<file path="src/verilog/map_defines.vh">
// Register map, field positions and timing constants of the audio port.
// Assumes a 12-bit byte address on a 32-bit APB slave port.
`ifndef MAP_DEFINES_VH
`define MAP_DEFINES_VH
`define MAP_OFF_CTRL    12'h000
`define MAP_OFF_TXCK    12'h004
`define MAP_OFF_RXCK    12'h008
`define MAP_OFF_SER     12'h00c
`define MAP_OFF_TXCHK   12'h010
`define MAP_OFF_RXCHK   12'h014
`define MAP_OFF_STAT    12'h018
`define MAP_OFF_MUTE    12'h01c
`define MAP_OFF_IEN     12'h020
`define MAP_BUF_PAGE    6'h04
`define MAP_DP_PAGE     4'h2
`define MAP_CK_DIV      11:0
`define MAP_CK_INTB     12
`define MAP_CK_BPOL     13
`define MAP_CK_INTF     14
`define MAP_CK_FLEN     15
`define MAP_CK_FPOL     16
`define MAP_CK_SLOTS    21:17
`define MAP_CK_SIZE     24:22
`define MAP_CK_DLY      26:25
`define MAP_CK_MASK     32'h07ff_ffff
`define MAP_CHK_MIN     7:0
`define MAP_CHK_MAX     15:8
`define MAP_CHK_CNT     23:16
`define MAP_SER_TX      2'h1
`define MAP_SER_RX      2'h2
`define MAP_ST_TXUR     0
`define MAP_ST_RXOR     1
`define MAP_ST_TXPR     2
`define MAP_ST_RXPR     3
`define MAP_ST_TXCK     4
`define MAP_ST_RXCK     5
`define MAP_MUTE_LVL    6
`define MAP_RST_MUTE    7'h40
`define MAP_RST_CHK     16'hff00
`define MAP_WIN_LAST    5'h1f
`endif

</file>
<file path="src/verilog/map_bufmem.v">
// Sixteen-word store for the serializer data buffers.
// Assumes one clock; read data appear one edge after the address.
`timescale 1ns/10ps
module map_bufmem (
   input  wire        clk_in,
   input  wire        we_in,
   input  wire [3:0]  waddr_in,
   input  wire [31:0] wdata_in,
   input  wire [3:0]  raddr_in,
   output reg  [31:0] rdata_out
);
   reg [31:0] mem [0:15];

   // Write port and registered read port.
   always @(posedge clk_in) begin
      if (we_in) begin
         mem[waddr_in] <= wdata_in;
      end
      rdata_out <= mem[raddr_in];
   end
endmodule

</file>
<file path="src/verilog/map_clkgen.v">
// Bit clock divider, frame sync generator and slot sequencer, one direction.
// Assumes master clock edges arrive as one-cycle enables on the system clock.
`timescale 1ns/10ps
`include "map_defines.vh"
module map_clkgen (
   input  wire        clk_in,
   input  wire        rst_n_in,
   input  wire        en_in,
   input  wire        mclk_edge_in,
   input  wire [31:0] cfg_in,
   input  wire        go_in,
   input  wire        bclk_pin_in,
   input  wire        fs_pin_in,
   output reg         bclk_out,
   output reg         bclk_oe_n_out,
   output reg         fs_out,
   output reg         fs_oe_n_out,
   output reg         slot_evt_out,
   output reg         err_out
);
   reg  [2:0]  bs;
   reg  [2:0]  fsy;
   reg         bf;
   reg         bf_d;
   reg         ff;
   reg         fa_d;
   reg  [11:0] dcnt;
   reg  [9:0]  pos;
   reg  [5:0]  bitc;
   reg         run;
   reg         lock;
   wire        pol  = cfg_in[`MAP_CK_BPOL];
   wire        intf = cfg_in[`MAP_CK_INTF];
   wire [5:0]  size = {1'b0, cfg_in[`MAP_CK_SIZE], 2'b00} + 6'h08;
   wire [5:0]  slots = {1'b0, cfg_in[`MAP_CK_SLOTS]} + 6'h01;
   wire [11:0] total = {6'h00, slots} * {6'h00, size};
   wire [9:0]  last = total[9:0] - 10'h001;
   wire [5:0]  dly = {4'h0, cfg_in[`MAP_CK_DLY]};
   wire        int_tick = mclk_edge_in & (dcnt == cfg_in[`MAP_CK_DIV]);
   wire        ext_tick = pol ? (bf_d & ~bf) : (~bf_d & bf);
   wire        tick = en_in & (cfg_in[`MAP_CK_INTB] ? int_tick : ext_tick);
   wire        fa = ff ^ cfg_in[`MAP_CK_FPOL];
   wire        ext_start = tick & fa & ~fa_d;
   wire        int_start = tick & ((pos == last) | ~run) & (go_in | (slots != 6'h01));
   wire        start = intf ? int_start : ext_start;
   wire        bit_wrap = (bitc == size - 6'h01);
   wire [5:0]  nbit = start ? ((dly == 6'h00) ? 6'h00 : size - dly)
                     : (bit_wrap ? 6'h00 : bitc + 6'h01);
   wire [12:0] half = ({1'b0, cfg_in[`MAP_CK_DIV]} + 13'h0001) >> 1;

   // Pin synchronisers; a level counts once the second and third stages agree.
   always @(posedge clk_in or negedge rst_n_in) begin
      if (!rst_n_in) begin
         bs   <= 3'h0;
         fsy  <= 3'h0;
         bf   <= 1'b0;
         bf_d <= 1'b0;
         ff   <= 1'b0;
      end else begin
         bs   <= {bs[1:0], bclk_pin_in};
         fsy  <= {fsy[1:0], fs_pin_in};
         bf_d <= bf;
         if (bs[2] == bs[1]) begin
            bf <= bs[2];
         end
         if (fsy[2] == fsy[1]) begin
            ff <= fsy[2];
         end
      end
   end

   // Divider, frame position and slot counters.
   always @(posedge clk_in or negedge rst_n_in) begin
      if (!rst_n_in) begin
         dcnt          <= 12'h000;
         pos           <= 10'h000;
         bitc          <= 6'h00;
         run           <= 1'b0;
         lock          <= 1'b0;
         fa_d          <= 1'b0;
         bclk_out      <= 1'b0;
         bclk_oe_n_out <= 1'b1;
         fs_out        <= 1'b0;
         fs_oe_n_out   <= 1'b1;
         slot_evt_out  <= 1'b0;
         err_out       <= 1'b0;
      end else begin
         // Master clock divided by the field value plus one.
         if (!en_in) begin
            dcnt <= 12'h000;
         end else if (mclk_edge_in) begin
            dcnt <= int_tick ? 12'h000 : dcnt + 12'h001;
         end
         // Pin drives only with an internal source; pol inverts.
         bclk_out      <= ({1'b0, dcnt} < half) ^ pol;
         bclk_oe_n_out <= ~(en_in & cfg_in[`MAP_CK_INTB]);
         fs_oe_n_out   <= ~(en_in & intf);
         // Bit or slot long frame sync with selectable edge.
         fs_out <= cfg_in[`MAP_CK_FPOL] ^ (run & (cfg_in[`MAP_CK_FLEN] ?
                   (pos < {4'h0, size}) : (pos == 10'h000)));
         slot_evt_out <= 1'b0;
         err_out      <= 1'b0;
         if (!en_in) begin
            run  <= 1'b0;
            lock <= 1'b0;
         end else if (tick) begin
            fa_d <= fa;
            // An external sync off the expected frame boundary is an error.
            err_out <= ext_start & ~intf & lock & (pos != last);
            if (ext_start & ~intf) begin
               lock <= 1'b1;
            end
            if (start) begin
               pos <= 10'h000;
               run <= 1'b1;
            end else if (pos == last) begin
               pos <= 10'h000;
               // Burst frames start only when data wait.
               run <= ~intf;
            end else begin
               pos <= pos + 10'h001;
            end
            // Data lag the frame sync by 0 to 3 bits.
            if (start | run) begin
               bitc <= nbit;
               // One service event at the first bit of every slot.
               slot_evt_out <= (nbit == 6'h00);
            end
         end
      end
   end
endmodule

</file>
<file path="src/verilog/map_top.v">
// Multichannel audio port: clocking, error supervision and data service.
// Assumes an APB master on MCLK_IN; pins are asynchronous to it.
`timescale 1ns/10ps
`include "map_defines.vh"
module map_top (
   input  wire        MCLK_IN,
   input  wire        RSTN_IN,
   input  wire        PSEL_IN,
   input  wire        PENABLE_IN,
   input  wire        PWRITE_IN,
   input  wire [11:0] PADDR_IN,
   input  wire [31:0] PWDATA_IN,
   output reg  [31:0] PRDATA_OUT,
   output reg         PREADY_OUT,
   output reg         PSLVERR_OUT,
   input  wire        TX_MCLK_PIN_IN,
   input  wire        RX_MCLK_PIN_IN,
   input  wire        TX_BCLK_PIN_IN,
   output wire        TX_BCLK_PIN_OUT,
   output wire        TX_BCLK_OE_N_OUT,
   input  wire        RX_BCLK_PIN_IN,
   output wire        RX_BCLK_PIN_OUT,
   output wire        RX_BCLK_OE_N_OUT,
   input  wire        TX_FS_PIN_IN,
   output wire        TX_FS_PIN_OUT,
   output wire        TX_FS_OE_N_OUT,
   input  wire        RX_FS_PIN_IN,
   output wire        RX_FS_PIN_OUT,
   output wire        RX_FS_OE_N_OUT,
   input  wire        MUTE_REQ_IN,
   output reg         MUTE_OUT,
   output reg         ERR_IRQ_OUT,
   output reg         TX_EVT_OUT,
   output reg         RX_EVT_OUT
);
   ////////////////////////////////////////////////////////////////////////////
   reg  [1:0]  ctrl_reg;
   reg  [31:0] txck_reg;
   reg  [31:0] rxck_reg;
   reg  [31:0] ser_reg;
   reg  [15:0] txlim_reg;
   reg  [15:0] rxlim_reg;
   reg  [5:0]  stat_reg;
   reg  [6:0]  mute_reg;
   reg  [5:0]  ien_reg;
   reg  [15:0] tx_full_reg;
   reg  [15:0] rx_full_reg;
   reg  [3:0]  tx_ptr_reg;
   reg  [3:0]  rx_ptr_reg;
   reg  [4:0]  win_reg;
   reg  [7:0]  tx_meas_reg;
   reg  [7:0]  rx_meas_reg;
   reg  [7:0]  tx_cnt_reg;
   reg  [7:0]  rx_cnt_reg;
   reg         tx_evt_reg;
   reg         rx_evt_reg;
   wire [2:0]  filt;
   wire [2:0]  filt_d;
   reg  [31:0] rd_next;
   reg         err_next;
   reg  [5:0]  stat_next;
   wire [2:0]  raw = {MUTE_REQ_IN, RX_MCLK_PIN_IN, TX_MCLK_PIN_IN};
   wire [2:0]  rise = filt & ~filt_d;
   wire [15:0] tx_mask;
   wire [15:0] rx_mask;
   wire [31:0] mem_rdata;
   wire        tx_slot;
   wire        rx_slot;
   wire        tx_perr;
   wire        rx_perr;

   ////////////////////////////////////////////////////////////////////////////
   // Three-stage synchronisers for master clocks and the mute request.
   genvar g;
   generate
      for (g = 0; g < 3; g = g + 1) begin : g_sync
         reg [4:0] s;  // Stages 0 to 2 sample, 3 is the level, 4 its delay.
         always @(posedge MCLK_IN or negedge RSTN_IN) begin
            if (!RSTN_IN) begin
               s <= 5'h00;
            end else begin
               s[2:0] <= {s[1:0], raw[g]};
               s[4]   <= s[3];
               if (s[2] == s[1]) begin
                  s[3] <= s[2];
               end
            end
         end
         assign filt[g]   = s[3];
         assign filt_d[g] = s[4];
      end
      // Serializer roles, two bits each: off, transmit or receive.
      for (g = 0; g < 16; g = g + 1) begin : g_role
         assign tx_mask[g] = (ser_reg[2*g+1:2*g] == `MAP_SER_TX);
         assign rx_mask[g] = (ser_reg[2*g+1:2*g] == `MAP_SER_RX);
      end
   endgenerate

   // First serializer of the mask at or above start, wrapping past 15.
   function [3:0] first_from;
      input [15:0] mask;
      input [3:0]  start;
      integer      k;
      reg     [3:0] j;
      begin
         first_from = start;
         for (k = 15; k >= 0; k = k - 1) begin
            j = start + k[3:0];
            if (mask[j]) begin
               first_from = j;
            end
         end
      end
   endfunction

   ////////////////////////////////////////////////////////////////////////////
   // Transmit and receive clock generators; only transmit bursts wait for data.
   map_clkgen u_txck (
      .clk_in        (MCLK_IN),
      .rst_n_in      (RSTN_IN),
      .en_in         (ctrl_reg[0]),
      .mclk_edge_in  (rise[0]),
      .cfg_in        (txck_reg),
      .go_in         (|(tx_full_reg & tx_mask)),
      .bclk_pin_in   (TX_BCLK_PIN_IN),
      .fs_pin_in     (TX_FS_PIN_IN),
      .bclk_out      (TX_BCLK_PIN_OUT),
      .bclk_oe_n_out (TX_BCLK_OE_N_OUT),
      .fs_out        (TX_FS_PIN_OUT),
      .fs_oe_n_out   (TX_FS_OE_N_OUT),
      .slot_evt_out  (tx_slot),
      .err_out       (tx_perr)
   );

   map_clkgen u_rxck (
      .clk_in        (MCLK_IN),
      .rst_n_in      (RSTN_IN),
      .en_in         (ctrl_reg[1]),
      .mclk_edge_in  (rise[1]),
      .cfg_in        (rxck_reg),
      .go_in         (1'b1),
      .bclk_pin_in   (RX_BCLK_PIN_IN),
      .fs_pin_in     (RX_FS_PIN_IN),
      .bclk_out      (RX_BCLK_PIN_OUT),
      .bclk_oe_n_out (RX_BCLK_OE_N_OUT),
      .fs_out        (RX_FS_PIN_OUT),
      .fs_oe_n_out   (RX_FS_OE_N_OUT),
      .slot_evt_out  (rx_slot),
      .err_out       (rx_perr)
   );

   ////////////////////////////////////////////////////////////////////////////
   // APB decode: one wait state, so every access completes on its second
   // access cycle and the buffer store has time to deliver read data.
   wire        acc = PSEL_IN & PENABLE_IN & ~PREADY_OUT;
   wire        done = PSEL_IN & PENABLE_IN & PREADY_OUT;
   wire        wr = done & PWRITE_IN;
   wire        rd = done & ~PWRITE_IN;
   wire        buf_hit = (PADDR_IN[11:6] == `MAP_BUF_PAGE);
   // Low address bits play no part in the data port.
   wire        dp_hit = (PADDR_IN[11:8] == `MAP_DP_PAGE);
   wire [3:0]  tx_cur = first_from(tx_mask, tx_ptr_reg);
   wire [3:0]  rx_cur = first_from(rx_mask, rx_ptr_reg);
   wire [3:0]  bidx = PADDR_IN[5:2];
   wire        dp_bad = dp_hit & (PWRITE_IN ? ~|tx_mask : ~|rx_mask);
   wire        mem_we = wr & (buf_hit | (dp_hit & ~dp_bad));
   wire [3:0]  mem_wa = buf_hit ? bidx : tx_cur;
   wire [3:0]  mem_ra = buf_hit ? bidx : rx_cur;
   wire [15:0] one_w = 16'h0001 << mem_wa;
   wire [15:0] one_r = 16'h0001 << mem_ra;
   wire [15:0] tx_set = mem_we ? (one_w & tx_mask) : 16'h0000;
   wire [15:0] rx_clr = (rd & (buf_hit | (dp_hit & ~dp_bad))) ? one_r : 16'h0000;
   wire        w1c = wr & (PADDR_IN == `MAP_OFF_STAT);

   // Processor sees each buffer at its own address.
   map_bufmem u_mem (
      .clk_in    (MCLK_IN),
      .we_in     (mem_we),
      .waddr_in  (mem_wa),
      .wdata_in  (PWDATA_IN),
      .raddr_in  (mem_ra),
      .rdata_out (mem_rdata)
   );

   // Read data and error answer, chosen in the first access cycle.
   always @* begin
      rd_next  = 32'h0000_0000;
      err_next = 1'b0;
      if (buf_hit | dp_hit) begin
         rd_next  = mem_rdata;
         err_next = dp_bad;
      end else begin
         case (PADDR_IN)
            `MAP_OFF_CTRL:  rd_next = {30'h0, ctrl_reg};
            `MAP_OFF_TXCK:  rd_next = txck_reg;
            `MAP_OFF_RXCK:  rd_next = rxck_reg;
            `MAP_OFF_SER:   rd_next = ser_reg;
            `MAP_OFF_TXCHK: rd_next = {8'h00, tx_meas_reg, txlim_reg};
            `MAP_OFF_RXCHK: rd_next = {8'h00, rx_meas_reg, rxlim_reg};
            `MAP_OFF_STAT:  rd_next = {26'h0, stat_reg};
            `MAP_OFF_MUTE:  rd_next = {25'h0, mute_reg};
            `MAP_OFF_IEN:   rd_next = {26'h0, ien_reg};
            default:        err_next = 1'b1;
         endcase
      end
   end

   ////////////////////////////////////////////////////////////////////////////
   // New error events; buffer state includes a same-cycle access.
   always @* begin
      stat_next = 6'h00;
      // A transmit slot with an empty active buffer is an underrun.
      stat_next[`MAP_ST_TXUR] = tx_slot & |(tx_mask & ~(tx_full_reg | tx_set));
      // A receive slot onto an unread buffer is an overrun.
      stat_next[`MAP_ST_RXOR] = rx_slot & |(rx_mask & rx_full_reg & ~rx_clr);
      stat_next[`MAP_ST_TXPR] = tx_perr;
      stat_next[`MAP_ST_RXPR] = rx_perr;
      // Window result outside the limits.
      stat_next[`MAP_ST_TXCK] = (win_reg == `MAP_WIN_LAST) &
         ((tx_cnt_reg < txlim_reg[`MAP_CHK_MIN]) | (tx_cnt_reg > txlim_reg[`MAP_CHK_MAX]));
      stat_next[`MAP_ST_RXCK] = (win_reg == `MAP_WIN_LAST) &
         ((rx_cnt_reg < rxlim_reg[`MAP_CHK_MIN]) | (rx_cnt_reg > rxlim_reg[`MAP_CHK_MAX]));
   end

   ////////////////////////////////////////////////////////////////////////////
   // Bus registers, buffer flags, data port pointers and outputs.
   always @(posedge MCLK_IN or negedge RSTN_IN) begin
      if (!RSTN_IN) begin
         ctrl_reg    <= 2'h0;
         txck_reg    <= 32'h0000_0000;
         rxck_reg    <= 32'h0000_0000;
         ser_reg     <= 32'h0000_0000;
         txlim_reg   <= `MAP_RST_CHK;
         rxlim_reg   <= `MAP_RST_CHK;
         stat_reg    <= 6'h00;
         mute_reg    <= `MAP_RST_MUTE;
         ien_reg     <= 6'h00;
         tx_full_reg <= 16'h0000;
         rx_full_reg <= 16'h0000;
         tx_ptr_reg  <= 4'h0;
         rx_ptr_reg  <= 4'h0;
         tx_evt_reg  <= 1'b0;
         rx_evt_reg  <= 1'b0;
         PRDATA_OUT  <= 32'h0000_0000;
         PREADY_OUT  <= 1'b0;
         PSLVERR_OUT <= 1'b0;
         MUTE_OUT    <= 1'b0;
         ERR_IRQ_OUT <= 1'b0;
         TX_EVT_OUT  <= 1'b0;
         RX_EVT_OUT  <= 1'b0;
      end else begin
         PREADY_OUT <= acc;
         if (acc) begin
            PRDATA_OUT  <= PWRITE_IN ? 32'h0000_0000 : rd_next;
            PSLVERR_OUT <= err_next;
         end else if (done) begin
            PSLVERR_OUT <= 1'b0;
         end
         if (wr) begin
            case (PADDR_IN)
               `MAP_OFF_CTRL:  ctrl_reg <= PWDATA_IN[1:0];
               // Slot and frame fields steer the generators.
               `MAP_OFF_TXCK:  txck_reg <= PWDATA_IN & `MAP_CK_MASK;
               `MAP_OFF_RXCK:  rxck_reg <= PWDATA_IN & `MAP_CK_MASK;
               `MAP_OFF_SER:   ser_reg <= PWDATA_IN;
               `MAP_OFF_TXCHK: txlim_reg <= PWDATA_IN[15:0];
               `MAP_OFF_RXCHK: rxlim_reg <= PWDATA_IN[15:0];
               `MAP_OFF_MUTE:  mute_reg <= PWDATA_IN[6:0];
               `MAP_OFF_IEN:   ien_reg <= PWDATA_IN[5:0];
               default:        ctrl_reg <= ctrl_reg;
            endcase
         end
         // Flags stick until written one; a new event beats the clear.
         stat_reg <= (stat_reg & ~(w1c ? PWDATA_IN[5:0] : 6'h00)) | stat_next;
         // Hardware empties on a slot, a write refills; the write wins.
         tx_full_reg <= (tx_full_reg & ~(tx_slot ? tx_mask : 16'h0000)) | tx_set;
         // A read empties, a slot refills; the slot wins.
         rx_full_reg <= (rx_full_reg & ~rx_clr) | (rx_slot ? rx_mask : 16'h0000);
         // Each slot restarts the walk at serializer 0.
         if (tx_slot) begin
            tx_ptr_reg <= 4'h0;
         end else if (wr & dp_hit & ~dp_bad) begin
            tx_ptr_reg <= tx_cur + 4'h1;
         end
         // Reads walk receive serializers the same way.
         if (rx_slot) begin
            rx_ptr_reg <= 4'h0;
         end else if (rd & dp_hit & ~dp_bad) begin
            rx_ptr_reg <= rx_cur + 4'h1;
         end
         tx_evt_reg <= tx_slot;
         rx_evt_reg <= rx_slot;
         // Per-slot service requests for interrupt or DMA.
         TX_EVT_OUT <= tx_evt_reg;
         RX_EVT_OUT <= rx_evt_reg;
         // Mute on selected errors or request, level chosen.
         MUTE_OUT <= mute_reg[`MAP_MUTE_LVL] ^ ~(filt[2] |
                     |((stat_reg | stat_next) & mute_reg[5:0]));
         // Only enabled error flags reach the interrupt.
         ERR_IRQ_OUT <= |(stat_reg & ien_reg);
      end
   end

   ////////////////////////////////////////////////////////////////////////////
   // Master clock rising edges counted over 32-cycle windows.
   always @(posedge MCLK_IN or negedge RSTN_IN) begin
      if (!RSTN_IN) begin
         win_reg     <= 5'h00;
         tx_cnt_reg  <= 8'h00;
         rx_cnt_reg  <= 8'h00;
         tx_meas_reg <= 8'h00;
         rx_meas_reg <= 8'h00;
      end else begin
         win_reg <= win_reg + 5'h01;
         if (win_reg == `MAP_WIN_LAST) begin
            tx_meas_reg <= tx_cnt_reg;
            rx_meas_reg <= rx_cnt_reg;
            tx_cnt_reg  <= {7'h00, rise[0]};
            rx_cnt_reg  <= {7'h00, rise[1]};
         end else begin
            tx_cnt_reg <= tx_cnt_reg + {7'h00, rise[0]};
            rx_cnt_reg <= rx_cnt_reg + {7'h00, rise[1]};
         end
      end
   end
endmodule

</file>
<file path="config.mk">
export PLATFORM = sky130hd
export DESIGN_NAME = map_top
export DESIGN_NICKNAME = d
export VERILOG_FILES = /design/src/verilog/map_bufmem.v /design/src/verilog/map_clkgen.v /design/src/verilog/map_top.v
export VERILOG_INCLUDE_DIRS = /design/src /design/src/verilog
export SDC_FILE = /design/constraint.sdc
export NUM_CORES = 2
export LEC_CHECK = 0
export ABC_CLOCK_PERIOD_IN_PS = 6800
export BUFFER_PORTS_ARGS = -buffer_cell sky130_fd_sc_hd__buf_4
export CELL_PAD_IN_SITES_DETAIL_PLACEMENT = 1
export CELL_PAD_IN_SITES_GLOBAL_PLACEMENT = 1
export CORE_MARGIN = 1.5
export CORE_UTILIZATION = 49
export CTS_BUF_LIST = sky130_fd_sc_hd__clkbuf_2
export CTS_CLUSTER_SIZE = 25
export DETAILED_ROUTE_END_ITERATION = 6
export PLACE_DENSITY_LB_ADDON = 0.1
export REMOVE_ABC_BUFFERS = 1
export SLEW_MARGIN = 30
export SYNTH_ARGS = -nofsm -noshare
export SYNTH_HDL_FRONTEND = slang
export SYNTH_HIERARCHICAL = 1
export SYNTH_SLANG_ARGS = --single-unit
</file>
<file path="constraint.sdc">
create_clock -name MCLK_IN -period 6.8 [get_ports MCLK_IN]
set_input_delay 0.68 -clock MCLK_IN [delete_from_list [all_inputs] [get_ports MCLK_IN]]
set_output_delay 0.68 -clock MCLK_IN [all_outputs]
set_load 0.02 [all_outputs]
</file>
After elaboration in Yosys (flattened, before gate mapping). Memories as Yosys holds them, arrays and structs flattened. A register that Yosys moved wholly into a read port is not among the register bits. Index checks and enable logic that the tools add are counted.

Output and inout bits: 46. Memories kept: 1. Memory bits (writable): 512. Input bits: 56. Logic and storage cells: 536. Register bits: 362.

Memories: u_mem.mem (depth 16, width 32, read ports 1, clocked after Yosys merged registers in 1, write ports 1, RTL line map_bufmem.v:12) `reg [31:0] mem [0:15];`.

$add $sub $neg: 53. Reductions and logical operators: 36. Shift-type cells: 2. Magnitude comparators: 40. Multiplexer cells: 167. Eq/ne operators: 67. Multiply operators: 2. Bitwise gates (word level): 101.

Operators with widths (count): one-hot mux 32 bit (9 select lines) (1); < comparator 4 x 5 -> 1 bit, second input constant (32); 2-to-1 mux 4 bit (38); binary-select mux 1 bit (select 4 bit) (32); AND 16 bit (7); OR reduction 16 bit (5); 2-to-1 mux 12 bit (6); 2-to-1 mux 1 bit (71); adder 4 bit, second input constant (16); 2-to-1 mux 16 bit (4); 2-to-1 mux 32 bit (2); == test 12 x 5 -> 1 bit, second input constant (4); NOT 16 bit (3); OR 16 bit (3); AND 1 bit (45); 2-to-1 mux 6 bit (7); 2-to-1 mux 10 bit (4); adder 4 x 3 -> 4 bit, second input constant (8); == test 2 x 1 -> 1 bit, second input constant (16); == test 2 bit, second input constant (16); << shifter 1 x 4 -> 16 bit, first input constant (2); AND reduction 2 bit (14); adder 12 x 1 -> 13 bit, second input constant (2); adder 12 x 1 -> 12 bit, second input constant (2); 47 further kinds (128).

Depth between registers and ports, before layout.
Depth in word-level cells: 34. Depth in mapped cells: 23. Depth with buffers taken out: 19.

Cells and area by module. The synthesis kept the hierarchy.

By module, submodules not included: map_bufmem (seq. area each 16015.4 µm², cells an instance 838, times used 1, area an instance 19835.3 µm²); map_top (seq. area each 6777.8 µm², cells an instance 1880, times used 1, area an instance 18944.4 µm²); map_clkgen (u_txck) (seq. area each 1153.6 µm², cells an instance 466, times used 1, area an instance 4103.9 µm²); map_clkgen (u_rxck) (seq. area each 1153.6 µm², cells an instance 460, times used 1, area an instance 4068.9 µm²).

Worst setup path after synthesis. No wires, ideal clock.

Kind: reg-to-reg. Start: register tx_ptr_reg[2]. End: memory u_mem.mem[0][0] (enable). Arrival time: 6083 ps. Data required time: 6339 ps. Stages on the path, launching flop included: 16. Slack: 256 ps. Clock period less this slack: 6544 ps. Path buffers: 3. Setup time: 461 ps. Path through: dfrtp_1 buf_4 inv_4 buf_8 ha_1 buf_2 mux4_2 mux4_2 nand2b_1 o311ai_0 o21ai_0 a41oi_2 o21ai_2 nand2_1 or3b_2 nor3_1.

Longest elaborated chain between the ends: 20. Elaborated cells between the ends (all ways): 64. Classes of those cells: 15 x add/sub; 49 x mux.

Ends and longest elaborated chain: start, declared (RTL line map_top.v:48) `reg [3:0] tx_ptr_reg;`; start signal, assigned (RTL line map_top.v:283) `tx_ptr_reg <= tx_cur + 4'h1;`; adder 4 bit (RTL line map_top.v:108) `j = start + k[3:0];`; binary-select mux 1 bit (select 4 bit) (RTL line map_top.v:109) `if (mask[j]) begin`; 2-to-1 mux 1 bit (not written as such) (RTL line map_top.v:109); 2-to-1 mux 4 bit (15 in series) (RTL line map_top.v:109); 2-to-1 mux 4 bit (*) (RTL line map_top.v:109); 2-to-1 mux 4 bit (*) (RTL line map_top.v:167) `wire [3:0] mem_wa = buf_hit ? bidx : tx_cur;`; named net mem_wa[2] (RTL line map_top.v:167); end, declared (RTL line map_bufmem.v:12).

Mark *: on every way through the listed nets, which the timed path passes. The rest lies on a longest branch. The select of a mux whose other input is x is not followed.

Worst setup path in the final report.
Start: register rxck_reg[17]. End: register u_rxck.pos[0].

Longest elaborated chain between the ends: 8. Elaborated cells between the ends (all ways): 9. Classes of those cells: 2 x add/sub; 1 x mul; 1 x eq/ne; 3 x mux; 2 x bitwise.

Ends and longest elaborated chain: start, declared (RTL line map_top.v:39) `reg [31:0] rxck_reg;`; start signal, assigned (RTL line map_top.v:264) `` `MAP_OFF_RXCK: rxck_reg <= PWDATA_IN & `MAP_CK_MASK; ``; adder 5 x 1 -> 6 bit (*) (RTL line map_clkgen.v:35) `` wire [5:0] slots = {1'b0, cfg_in[`MAP_CK_SLOTS]} + 6'h01; ``; multiplier 6 x 6 -> 10 bit (*) (RTL line map_clkgen.v:36) `wire [11:0] total = {6'h00, slots} * {6'h00, size};`; subtractor 10 x 1 -> 10 bit (*) (RTL line map_clkgen.v:37) `wire [9:0] last = total[9:0] - 10'h001;`; == test 10 bit (*) (RTL line map_clkgen.v:44, map_clkgen.v:116); OR 1 bit (RTL line map_clkgen.v:44) `wire int_start = tick & ((pos == last) | ~run) & (go_in | (slots != 6'h01));`; AND 1 bit (RTL line map_clkgen.v:44); 2-to-1 mux 1 bit (RTL line map_clkgen.v:45) `wire start = intf ? int_start : ext_start;`; 2-to-1 mux 10 bit (*) (RTL line map_clkgen.v:113) `if (start) begin`; end signal, assigned (RTL line map_clkgen.v:121) `pos <= pos + 10'h001;`; end, declared (RTL line map_clkgen.v:28) `reg [9:0] pos;`.

Mark *: on every way between the ends. The rest lies on a longest branch, timed or not. A chain may end at the register's enable or synchronous reset.

==> impl_metrics.csv <==
group,metric,value,unit
floorplanning,floorplan.initialDensity,49.4,%
floorplanning,num_io_pins,102,
synthesis,syn_area,0.0469,mm²
pwr,p_leak,20.6,nW
cts,clk_pin_slew,0.14,ns
timing,rsz0062_at_grt,"no",
setup_path,path_delay_family,"adder cells",
timing,min_period,6.11,ns
setup_path,r2r_slack,0.69,ns
timing,finalSetupViolCount,0,
floorplanning,core,0.0950,mm²
cts,cts.sinks,906,
detailed_routing,firstDrtPassIters,5,
cts,cts_buffers,224,
global_routing,grt_usage,35.2,%
cells_and_area,drive_gt1_share,23.2,%
detailed_routing,wl_per_cell,31.1,µm
cts,clk_latency,1.59,ns
global_routing,grt_max_degree,135,
setup_path,cp_cell_sequence,"ha_1 > nand3_1 > xnor2_1 > and2_1 > ha_1 > inv_1 > fa_1 > fa_1 > inv_1 > ha_1 > inv_1 > fa_1 > nand2b_1 > a21oi_1 > xor2_1 > xnor3_2 > a21oi_1 > nand2_1 > o21ai_0",
global_routing,grt_pass1_vias,37000,
timing,skew,0.189,ns
timing,final_hold_viol_count,0,
setup_path,crit_fanout,7,
hold_path,hold_depth,2,
cells_and_area,top_register,"u_mem/mem",
timing,fin_crit_sh,89.9,%
detailed_routing,drt_iter0_drc,3641,
cts,htree_num_levels,4,
floorplanning,die_x,313,µm
cts,cts_resized,0,
detailed_routing,num_vias,35200,
cts,cts_setup_buffers,0,
setup_path,worstSetupPathType,"reg2reg",
job,drv_cap,0,
global_routing,grt_overflow,0,
cells_and_area,area_delta_synth_final,12.9,%
floorplanning,fp.dieArea,0.0977,mm²
setup_path,cp.arrival,7.54,ns
cts,cts_buffer_depth,3,
timing,slew_headroom,32.3,%
setup_path,startpoint_type,"flop",
floorplanning,rows,113,
synthesis,syn_avg_cell_area,12.9,µm²
setup_path,path_buf_inv,3,
hold_path,worstHoldStart,"PWDATA_IN[0]",
hold_path,holdPathEnd,"u_mem/mem[4][0]$_DFFE_PP_",
timing,tightest_slew,1.01,ns
timing,drv_slew,0,
global_routing,grt_pass1_wl,252000,µm
place,portBuffers,101,
setup_path,r2r_cells,19,
setup_path,slowest_stage,"dfrtp_1",
cells_and_area,final_common_cell,"edfxtp_1",
cells_and_area,seq_area,0.0251,mm²
cells_and_area,nets,4246,
place,finalWeightedCongestion,0.966,
pwr,power_density,253,mW/mm²
cts,cts_tree,"yes",
detailed_routing,viasPerCell,6.40,
place,place_hpwl,112000,µm
setup_path,max_stage_delay,0.65,ns
cells_and_area,fin_util,55.8,%
hold_path,hold_path.class,"in2reg",
floorplanning,die_h,313,µm
global_routing,grt_antenna_before_repair,14,
setup_path,required,8.23,ns
setup_path,r2r-end,"u_rxck/pos[0]$_DFFE_PN0P_",
detailed_routing,drc,0,
synthesis,netlist_instances,3643,
cts,cts_root_buf,"clkbuf_2",
run_status,status,"complete, no violations",
detailed_routing,wl,171000,µm
cells_and_area,largest_reg_flops,512,
setup_path,worstReg2RegStart,"rxck_reg[17]$_DFFE_PN0P_",
pwr,power,0.0134,W
detailed_routing,ant_nets,0,
timing,fmax,164,MHz
cells_and_area,layout_common_cells,"edfxtp_1, dfrtp_1, clkbuf_2",
synthesis,ys_warn_count,6,
cells_and_area,fill_cells,9705,
timing,setup_tns,0,ns
setup_path,endpoint_kind,"flop",
pwr,vdd_drop_max,0.251,mV
cells_and_area,multiInputGateArea,0.0206,mm²
-- report_power, final --
| group | internal, W | switching [W] | total [W] |
|---|---|---|---|
| combinational | 0.00143 | 0.00192 | 0.00335 |
| sequential | 0.00600 | 0.000193 | 0.00619 |
| clock | 0.00136 | 0.00249 | 0.00386 |
| total | 0.00879 | 0.00461 | 0.0134 |
-- repair_timing --
item / CTS / global route
hold endpoints to repair: 1068 / 0
endpoints found under the setup margin: 0 / 0
hold buffers: 135 / 0
-- layer usage --
layer / vias up / track usage [%] / wire, µm
li1: 14800 / - / -
met1: 18400 / 48.5 / 71000
met2: 1708 / 56.5 / 81400
met3: 294 / 6.46 / 13500
met4: 2 / 11.7 / 5180
met5: - / 0 / 9
-- how the worst max path moves through the flow --
stage,from,to,slack (ns),cells past startpoint
CTS,txck_reg[17]$_DFFE_PN0P_,u_txck/bitc[1]$_DFFE_PN0P_,0.70,19
floorplan,rx_ptr_reg[0]$_DFFE_PN0P_,MUTE_OUT$_DFF_PN0_,-1.70,16
detailed placement,txck_reg[17]$_DFFE_PN0P_,u_txck/bitc[0]$_DFFE_PN0P_,0.72,19
global route,txck_reg[17]$_DFFE_PN0P_,u_txck/bitc[1]$_DFFE_PN0P_,0.29,19
global placement,tx_ptr_reg[1]$_DFFE_PN0P_,MUTE_OUT$_DFF_PN0_,0.67,18
finish,rxck_reg[17]$_DFFE_PN0P_,u_rxck/pos[0]$_DFFE_PN0P_,0.69,19
-- stage by stage --
stage	hold WS [ns]	std cells	instance area (µm²)	setup slack [ns]
after floorplan	0.331	3477	46100	-1.70
after global placement	0.333	4928	49500	0.665
after detailed placement	0.336	4929	49500	0.725
after CTS	0.00575	5480	53000	0.696
after global routing	0.0197	5489	53000	0.291
final	0.150	5492	53000	0.685
-- final cells by class --
class | instances | area share, %
flip-flops and latches | 906 | 47.3
multi-input cells | 2412 | 38.9
repair buffers | 323 | 5.65
clock buffers | 320 | 3.02
well taps | 1265 | 2.99
inverters | 159 | 1.16
clock inverters | 96 | 0.932
diodes | 11 | 0.0519
-- worst register-to-register path: stages, from the launching register on --
cell and delay [ns]:
dfrtp_1 0.65, ha_1 0.32, nand3_1 0.11, xnor2_1 0.48
and2_1 0.21, ha_1 0.22, inv_1 0.06, fa_1 0.44
fa_1 0.55, inv_1 0.05, ha_1 0.30, inv_1 0.07
fa_1 0.45, nand2b_1 0.16, a21oi_1 0.17, xor2_1 0.18
xnor3_2 0.53, a21oi_1 0.54, nand2_1 0.26, o21ai_0 0.26
Note: power is estimated with default switching activity, not from simulation.
